**config.mk**
```make
export PLATFORM = sky130hd
export DESIGN_NAME = rss_top
export DESIGN_NICKNAME = d
export VERILOG_FILES = /design/src/rss_pkg.sv /design/src/rss_gap_timer.sv /design/src/rss_top.sv
export SDC_FILE = /design/constraint.sdc
export NUM_CORES = 1
export LEC_CHECK = 0
export BUFFER_PORTS_ARGS = -buffer_cell sky130_fd_sc_hd__buf_4
export CORE_UTILIZATION = 42
export CTS_BUF_LIST = sky130_fd_sc_hd__clkbuf_2 sky130_fd_sc_hd__clkbuf_4 sky130_fd_sc_hd__clkbuf_8
export CTS_CLUSTER_DIAMETER = 60
export CTS_CLUSTER_SIZE = 25
export DETAILED_ROUTE_END_ITERATION = 6
export HOLD_SLACK_MARGIN = 0.1
export PLACE_DENSITY_LB_ADDON = 0.3
export SLEW_MARGIN = 40
export SYNTH_ARGS = -nofsm -noshare
export SYNTH_HDL_FRONTEND = slang
export SYNTH_SLANG_ARGS = --single-unit
```
**constraint.sdc**
```tcl
create_clock -name clk_i -period 3 [get_ports clk_i]
set_input_delay 0.45 -clock clk_i [delete_from_list [all_inputs] [get_ports clk_i]]
set_output_delay 0.45 -clock clk_i [all_outputs]
set_load 0.05 [all_outputs]
```
**src/rss_pkg.sv**
```systemverilog
// package for the rail strobe slot assignment block: register map, field layout,
// reset values, gap timing and the slot carrier struct
// assumes a 200 MHz core clock
package rss_pkg;

    localparam logic [7:0] ADDR_BB_B3_SLOT = 8'h23;
    localparam logic [7:0] ADDR_RSV_SLOT   = 8'h24;
    localparam logic [7:0] ADDR_LIN_SLOT   = 8'h25;

    localparam logic [7:0] RST_BB_B3_SLOT  = 8'h75;
    localparam logic [7:0] RST_RSV_SLOT    = 8'h12;
    localparam logic [7:0] RST_LIN_SLOT    = 8'h63;

    // field positions (high nibble / low nibble)
    localparam int         HI_NIB_LSB      = 4;
    localparam int         LO_NIB_LSB      = 0;
    // writable bits of the mixed register, the rest read zero
    localparam logic [7:0] RSV_WR_MASK     = 8'h33;

    localparam logic [3:0] SLOT_MIN        = 4'h3;
    localparam logic [3:0] SLOT_MAX        = 4'ha;
    localparam logic [3:0] STROBE_FIRST    = 4'h1;
    localparam logic [3:0] STROBE_LAST     = 4'ha;
    localparam int         NUM_GAPS        = 9;
    localparam int         NUM_RAILS       = 3;

    localparam int         CLK_MHZ         = 200;
    localparam int         GAP_SHORT_US    = 2000;
    localparam int         GAP_LONG_US     = 5000;
    localparam int         PD_FACTOR       = 10;
    localparam int         GAP_SHORT_CYC   = GAP_SHORT_US * CLK_MHZ;
    localparam int         GAP_LONG_CYC    = GAP_LONG_US * CLK_MHZ;
    localparam int         CNT_W           = 24;

    typedef struct packed {
        logic [3:0] buckboost_slot_field;
        logic [3:0] buck3_slot_field;
        logic [3:0] linear_rail_slot_field;
    } rss_slots_s;

    typedef enum logic [1:0] {
        RSS_IDLE,
        RSS_STROBE,
        RSS_WAIT
    } rss_state_e;

endpackage

```
**src/rss_gap_timer.sv**
```systemverilog
// down counter that times one inter-strobe gap
// load and length come from the sequencer on the same clock
`timescale 1ns/1ps
module rss_gap_timer #(
    parameter int W = 24
) (
    input  wire logic         clk_i,
    input  wire logic         rst_i,
    input  wire logic         load_i,
    input  wire logic [W-1:0] len_i,
    output logic              done_o
);
    logic [W-1:0] cnt_q;

    always_ff @(posedge clk_i)
    begin
        if (rst_i)
            cnt_q <= '0;
        else if (load_i)
            cnt_q <= len_i;
        else if (cnt_q != '0)
            cnt_q <= cnt_q - W'(1);
    end

    // a gap of len cycles ends len cycles after the load
    assign done_o = (cnt_q == W'(1)) && !load_i;
endmodule

```
**src/rss_top.sv**
```systemverilog
// rail strobe slot registers and the strobe sequencer that drives the rail enables
// registers are reached over a plain subaddress port from the serial host logic;
// unlock, gap delay selects and delay factor come from neighbouring logic on clk_i
//
// Overview of operation
// - slot values 3h to Ah enable the rail at strobe 3 to 10
// - slot values 0h to 2h and Bh to Fh leave the rail unsequenced
// - 0x23 holds buck-boost slot high nibble reset 7h, buck3 low reset 5h
// - 0x25 holds linear slot low nibble reset 3h, reserved high nibble 6h
// - 0x24 bits 7-6, 3-2 read zero; 5-4 reset 1h, 1-0 reset 2h
// - each of nine gaps waits 2 ms or 5 ms by its select bit
// - delay factor bit stretches power-down gaps tenfold, power-up unchanged
`timescale 1ns/1ps
module rss_top #(
    parameter int SHORT_CYC = rss_pkg::GAP_SHORT_CYC,
    parameter int LONG_CYC  = rss_pkg::GAP_LONG_CYC
) (
    input  wire logic                          clk_i,
    input  wire logic                          rst_i,
    input  wire logic                          reg_wr_i,
    input  wire logic [7:0]                    reg_addr_i,
    input  wire logic [7:0]                    reg_wdata_i,
    output logic      [7:0]                    reg_rdata_o,
    input  wire logic                          unlock_i,
    input  wire logic [rss_pkg::NUM_GAPS-1:0]  gap_delay_select_i,
    input  wire logic                          powerdown_delay_factor_i,
    input  wire logic                          pu_start_i,
    input  wire logic                          pd_start_i,
    output logic      [rss_pkg::NUM_RAILS-1:0] rail_en_o,
    output logic      [3:0]                    strobe_o,
    output logic                               busy_o,
    output logic                               unlocked_o
);
    localparam int W = rss_pkg::CNT_W;

    // 1 = slot value n fires on strobe n; only 3h..Ah can match
    function automatic logic slot_hit(input logic [3:0] slot, input logic [3:0] n);
        slot_hit = (slot >= rss_pkg::SLOT_MIN) && (slot <= rss_pkg::SLOT_MAX)
                   && (slot == n);
    endfunction

    logic [7:0]              bb_b3_q;
    logic [7:0]              rsv_q;
    logic [7:0]              lin_q;
    logic                    unlocked_q;
    logic                    wr_ok;
    rss_pkg::rss_slots_s     slots;
    rss_pkg::rss_state_e     state_q;
    logic [3:0]              strobe_q;
    logic                    down_q;
    logic [rss_pkg::NUM_RAILS-1:0] hits;
    logic [W-1:0]            gap_len;
    logic                    gap_load;
    logic                    gap_done;
    logic                    gap_sel;
    logic [3:0]              gap_idx;

    assign wr_ok = reg_wr_i && unlocked_q;

    // unlock is consumed by any protected write; a fresh unlock in the same cycle wins
    always_ff @(posedge clk_i)
    begin
        if (rst_i)
            unlocked_q <= 1'b0;
        else if (unlock_i)
            unlocked_q <= 1'b1;
        else if (reg_wr_i && (reg_addr_i == rss_pkg::ADDR_BB_B3_SLOT
                 || reg_addr_i == rss_pkg::ADDR_RSV_SLOT
                 || reg_addr_i == rss_pkg::ADDR_LIN_SLOT))
            unlocked_q <= 1'b0;
    end

    always_ff @(posedge clk_i)
    begin
        if (rst_i)
        begin
            bb_b3_q <= rss_pkg::RST_BB_B3_SLOT;
            rsv_q   <= rss_pkg::RST_RSV_SLOT;
            lin_q   <= rss_pkg::RST_LIN_SLOT;
        end
        else if (wr_ok)
        begin
            if (reg_addr_i == rss_pkg::ADDR_BB_B3_SLOT)
                bb_b3_q <= reg_wdata_i;
            if (reg_addr_i == rss_pkg::ADDR_RSV_SLOT)
                rsv_q <= reg_wdata_i & rss_pkg::RSV_WR_MASK;
            if (reg_addr_i == rss_pkg::ADDR_LIN_SLOT)
                lin_q <= reg_wdata_i;
        end
    end

    // read data registered one cycle after the address; unmapped reads zero
    always_ff @(posedge clk_i)
    begin
        if (rst_i)
            reg_rdata_o <= 8'h00;
        else
            unique case (reg_addr_i)
                rss_pkg::ADDR_BB_B3_SLOT: reg_rdata_o <= bb_b3_q;
                rss_pkg::ADDR_RSV_SLOT:   reg_rdata_o <= rsv_q & rss_pkg::RSV_WR_MASK;
                rss_pkg::ADDR_LIN_SLOT:   reg_rdata_o <= lin_q;
                default:                  reg_rdata_o <= 8'h00;
            endcase
    end

    assign slots.buckboost_slot_field   = bb_b3_q[rss_pkg::HI_NIB_LSB +: 4];
    assign slots.buck3_slot_field       = bb_b3_q[rss_pkg::LO_NIB_LSB +: 4];
    assign slots.linear_rail_slot_field = lin_q[rss_pkg::LO_NIB_LSB +: 4];

    assign hits[0] = slot_hit(slots.buckboost_slot_field, strobe_q);
    assign hits[1] = slot_hit(slots.buck3_slot_field, strobe_q);
    assign hits[2] = slot_hit(slots.linear_rail_slot_field, strobe_q);

    // gap after strobe n going up uses select n-1; going down, the gap below n uses n-2
    assign gap_idx = down_q ? strobe_q - 4'h2 : strobe_q - 4'h1;
    // idle and the last strobe point past the select bits; no gap is loaded there
    assign gap_sel = (gap_idx < 4'(rss_pkg::NUM_GAPS)) ? gap_delay_select_i[gap_idx] : 1'b0;
    always_comb
    begin
        gap_len = gap_sel ? W'(LONG_CYC) : W'(SHORT_CYC);
        if (down_q && powerdown_delay_factor_i)
            gap_len = gap_sel ? W'(LONG_CYC * rss_pkg::PD_FACTOR)
                              : W'(SHORT_CYC * rss_pkg::PD_FACTOR);
    end

    assign gap_load = (state_q == rss_pkg::RSS_STROBE)
                      && (strobe_q != (down_q ? rss_pkg::STROBE_FIRST : rss_pkg::STROBE_LAST));

    always_ff @(posedge clk_i)
    begin
        if (rst_i)
        begin
            state_q  <= rss_pkg::RSS_IDLE;
            strobe_q <= 4'h0;
            down_q   <= 1'b0;
        end
        else
            unique case (state_q)
                rss_pkg::RSS_IDLE:
                begin
                    if (pu_start_i)
                    begin
                        state_q  <= rss_pkg::RSS_STROBE;
                        strobe_q <= rss_pkg::STROBE_FIRST;
                        down_q   <= 1'b0;
                    end
                    else if (pd_start_i)
                    begin
                        state_q  <= rss_pkg::RSS_STROBE;
                        strobe_q <= rss_pkg::STROBE_LAST;
                        down_q   <= 1'b1;
                    end
                end
                rss_pkg::RSS_STROBE:
                    state_q <= gap_load ? rss_pkg::RSS_WAIT : rss_pkg::RSS_IDLE;
                rss_pkg::RSS_WAIT:
                    if (gap_done)
                    begin
                        state_q  <= rss_pkg::RSS_STROBE;
                        strobe_q <= down_q ? strobe_q - 4'h1 : strobe_q + 4'h1;
                    end
            endcase
    end

    // rails switch on at their strobe going up and off at it going down
    always_ff @(posedge clk_i)
    begin
        if (rst_i)
            rail_en_o <= '0;
        else if (state_q == rss_pkg::RSS_STROBE)
            rail_en_o <= down_q ? (rail_en_o & ~hits) : (rail_en_o | hits);
    end

    rss_gap_timer #(.W(W)) u_gap (
        .clk_i  (clk_i),
        .rst_i  (rst_i),
        .load_i (gap_load),
        .len_i  (gap_len),
        .done_o (gap_done)
    );

    assign strobe_o   = (state_q == rss_pkg::RSS_STROBE) ? strobe_q : 4'h0;
    assign busy_o     = (state_q != rss_pkg::RSS_IDLE);
    assign unlocked_o = unlocked_q;

    // checks
    logic [W-1:0] wait_cnt_q;
    always_ff @(posedge clk_i)
    begin
        if (rst_i || state_q != rss_pkg::RSS_WAIT)
            wait_cnt_q <= '0;
        else
            wait_cnt_q <= wait_cnt_q + W'(1);
    end

    locked_write_a: assert property (@(posedge clk_i) disable iff (rst_i)
        reg_wr_i && !unlocked_q |=> $stable(bb_b3_q) && $stable(lin_q) && $stable(rsv_q))
        else $error("locked write changed a slot register");

    unlock_consumed_a: assert property (@(posedge clk_i) disable iff (rst_i)
        wr_ok && !unlock_i && reg_addr_i == rss_pkg::ADDR_LIN_SLOT |=> !unlocked_q)
        else $error("unlock not consumed by protected write");

    reset_values_a: assert property (@(posedge clk_i)
        $past(rst_i) |-> bb_b3_q == 8'h75 && lin_q == 8'h63 && rsv_q == 8'h12)
        else $error("slot registers wrong after reset");

    rsv_read_zero_a: assert property (@(posedge clk_i) disable iff (rst_i)
        reg_addr_i == rss_pkg::ADDR_RSV_SLOT |=> (reg_rdata_o & 8'hcc) == 8'h00)
        else $error("reserved bits of 0x24 read nonzero");

    lin_write_back_a: assert property (@(posedge clk_i) disable iff (rst_i)
        wr_ok && reg_addr_i == rss_pkg::ADDR_LIN_SLOT ##1 reg_addr_i == rss_pkg::ADDR_LIN_SLOT
        |=> reg_rdata_o == $past(reg_wdata_i, 2))
        else $error("linear slot register did not store write");

    rail_on_strobe_a: assert property (@(posedge clk_i) disable iff (rst_i)
        state_q == rss_pkg::RSS_STROBE && !down_q && strobe_q == lin_q[3:0]
        && lin_q[3:0] >= 4'h3 && lin_q[3:0] <= 4'ha |=> rail_en_o[2])
        else $error("linear rail not enabled at its strobe");

    unsequenced_off_a: assert property (@(posedge clk_i) disable iff (rst_i)
        (lin_q[3:0] < 4'h3 || lin_q[3:0] > 4'ha) && !rail_en_o[2]
        && $stable(lin_q) |=> !rail_en_o[2])
        else $error("unsequenced linear rail was enabled");

    gap_length_a: assert property (@(posedge clk_i) disable iff (rst_i)
        state_q == rss_pkg::RSS_WAIT && gap_done && !down_q
        |-> wait_cnt_q + W'(1) == W'(gap_sel ? LONG_CYC : SHORT_CYC))
        else $error("power-up gap length wrong");

    pd_factor_a: assert property (@(posedge clk_i) disable iff (rst_i)
        state_q == rss_pkg::RSS_WAIT && gap_done && down_q && powerdown_delay_factor_i
        |-> wait_cnt_q + W'(1) == W'((gap_sel ? LONG_CYC : SHORT_CYC) * rss_pkg::PD_FACTOR))
        else $error("power-down gap not stretched tenfold");
endmodule

```
==> summary.txt <==
GRT
  – Gr ovfl total: 0
  – Global-route wire length before repair: 13,900 um
  – All-layer global routing usage: 20.3%
  – Initial antenna violation count: 0
  – Largest net degree at the start of global routing: 48
  – Vias in the first global route: 2,846

Synth
  – Post-synth top area cell: dfxtp_1
  – Prevailing post-synth register cell: dfxtp_1
  – Syn Std Cell Area: 3500 sq um
  – Post-Synth Simple-Gate Area: 24.7%
  – Adder-Cell Fraction of Synth Area: 5.72%
  – Post-synthesis compound-gate area fraction: 16.2%
  – Main combinational cell family by area after synthesis: simple AND/OR/NAND/NOR gates
  – Post-synth EDFFs: 0
  – Synth Area per Inst: 8.91 sq um
  – Register area share after synthesis: 36.0%
  – XOR/XNOR Fraction of Synth Area: 7.51%
  – Synth warnings: 0
  – Synth top area share: 36.0%
  – Synth Instances: 393
  – Top post-synthesis cells by area: dfxtp_1, ha_1, xnor2_1, nor2_1, mux2i_1
  – Count of cell types in the netlist: 58
  – Asr flop ratio synth: 0%
  – Register bit total from synthesis: 63
  – Mux cell area share after synthesis: 5.61%
  – Net Count, Synth: 441

STA
  – Fin crit share: 89.6%
  – Final setup viols: 0
  – Worst-Margin Slew: 0.653 ns
  – Final setup skew: 0.0121 ns
  – Slew margin rel.: 56.1%
  – Unrepaired setup endpoints after global routing: false
  – Hold Violations, Final: 0
  – Worst hold slack: 0.322 ns
  – Max Clk Rate: 0.372 GHz
  – Setup total negative slack: 0 ns
  – Final max-slew violation count: 0
  – Final min period: 2.69 ns

Run status
  – Status: finished, final reports clean

Final layout
  – Most frequent cells in the layout: dfxtp_1, buf_4, nor2_1, a21oi_1, xnor2_1
  – Fillers: 740
  – Antenna Cells: 0
  – Most common cell after layout, fill and taps aside: dfxtp_1
  – Fraction of layout cells with a size suffix above 1: 18.8%
  – Fin nets: 489
  – Area growth syn-to-layout: 18.3%

Flow run
  – Max Cap Viol: 0

CTS
  – H-Tree Depth: 3
  – Clock transition at path regs: 0.08 ns
  – Buffers inserted by post-CTS timing repair: 0
  – Worst-skew pair later-pin latency: 0.34 ns
  – TritonCTS clock tree: yes
  – Post-cts gate resize count: 0
  – Clock sinks: 63
  – # hold bufs at CTS: 0
  – Clock Tree Buf Depth: 2
  – CTS Root Cell: clkbuf_8
  – CTS buffer count: 9

Worst setup path
  – Worst reg-to-reg path cell count: 10
  – Critical Path End Type: flip-flop
  – Worst path required time: 3.27 ns
  – CP Launch Type: flip-flop
  – Crit path DAT: 2.96 ns
  – Worst-path maximum fanout: 5
  – Critical path class: flip-flop to flip-flop

Route
  – Drt drc: 0
  – DR pass1 iterations: 6
  – Final WL: 8160 um
  – Drt initial violations: 169
  – Vias after detailed routing: 3,056
  – Post-DRT Antenna Nets: 0
  – Vias per cell: 5.58
  – DR WL/cell: 14.9 um

Die
  – Core Area: 7890 sq um
  – Die area: 8700 sq um
  – Die W: 93.3 um
  – Rows: 32
  – Top-Level Pins: 49
  – Starting Density: 44.4%
  – Die Ht: 93.3 um

Placement
  – DP HPWL: 5980 um
  – Placer Congestion: 0.827
  – IO buf count: 48

Power
  – Internal power: 0.00184 W
  – Clock share of power: 21.4%
  – Max VDD drop: 280 uV
  – Net Sw Frac: 40.7%
  – Psw: 0.00126 W
  – Lkg Pwr: 1.58 nW
  – Sequential power share: 37.2%
  – Logic pwr share: 41.4%
  – Pwr dens: 749 nW/um^2

Worst hold path
  – Hold depth: 3
  – Hold Crit Class: primary input to flip-flop
area by class of cell:
| class | count | area (sq um) | area share, % |
|---|---|---|---|
| clock inverters | 7 | 56.3 | 1.36 |
| multi-input cells | 297 | 2090 | 50.5 |
| inverters | 12 | 45.0 | 1.09 |
| well taps | 102 | 128 | 3.08 |
| repair buffers | 58 | 435 | 10.5 |
| flip-flops and latches | 63 | 1260 | 30.5 |
| clock buffers | 9 | 124 | 2.99 |
per-stage QoR:
| step | instances | setup WS (ns) | area (sq um) | total power, W | utilization (%) |
|---|---|---|---|---|---|
| finish | 548 | 0.311 | 4140 | 0.00310 | 52.5 |
| global route | 548 | 0.0668 | 4140 | 0.00333 | 52.5 |
| CTS | 548 | 0.292 | 4140 | 0.00312 | 52.5 |
| detailed placement | 532 | 0.333 | 3960 | 0.00244 | 50.2 |
| global placement | 532 | 0.424 | 3960 | 0.00242 | 50.2 |
| floorplan | 393 | 0.196 | 3500 | 0.00210 | - |
worst max-delay path, stage by stage (launching register included):
cell      delay (ns)
dfxtp_1         0.33
inv_1           0.08
ha_1            0.34
mux2i_1         0.27
mux4_2          0.54
mux2i_1         0.15
mux2i_1         0.19
inv_1           0.15
ha_1            0.27
a21oi_1         0.13
a21boi_1        0.15
worst paths after layout:
| kind | startpoint | to | slack, ns |
|---|---|---|---|
| worst max-delay path | strobe_q[0] | u_gap.cnt_q[12] | 0.31 |
| worst min-delay path | unlock_i | unlocked_o | 0.32 |
| worst max register to register | strobe_q[0] | u_gap.cnt_q[12] | 0.31 |
| worst min register to register | rsv_q[1] | rsv_q[1] | 0.47 |
synthesized netlist by cell type, drive strengths merged, types with 5 or more instances:
library cell / number
and2: 6
nor2: 45
a211o: 11
nand4: 5
clkbuf: 17
nor4: 7
a21oi: 21
nor2b: 12
a31oi: 5
dfxtp: 63
ha: 16
xor2: 10
xnor2: 20
o21ai: 12
or3: 5
nor3: 10
mux2i: 14
a211oi: 10
nand2b: 8
nand2: 13
nand3: 16
inv: 12
per-layer routing:
layer  track usage, %  vias up  share of wire, %
met5                0        -                 0
met4             4.36        0              0.81
met3             5.37        8               5.2
met2             32.1       88                47
met1             27.7     1440                47
li1                 -     1520                 -
flip-flops by register name, indices dropped and copies added (netlist names), named ones only:
register and cells:
rsv_q 4, down_q 1, unlocked_o 1, strobe_q 4, reg_rdata_o 8, state_q 2, bb_b3_q 8, u_gap.cnt_q 24
lin_q 8
power groups by stage:
stage | Combinational [W] | Clock, W | Sequential (W)
after global routing | 0.00143 | 0.000726 | 0.00118
after CTS | 0.00128 | 0.000685 | 0.00115
final | 0.00128 | 0.000664 | 0.00116
after floorplan | 0.000976 | 0 | 0.00113
after global placement | 0.00125 | 0 | 0.00117
after detailed placement | 0.00127 | 0 | 0.00117
kinds of logic (layout without fill, tap and decap cells):
| kind of cell | count (synthesis) | after routing |
|---|---|---|
| DFF | 63 | 63 |
| adders and majority gates | 16 | 16 |
| and+or+nand+nor | 151 | 151 |
| buffers and inverters | 33 | 86 |
| muxes | 17 | 17 |
| AOI/OAI and AO/OA | 83 | 83 |
| xor gates and xnor gates | 30 | 30 |
No activity file was read; power rests on OpenSTA's default activity.
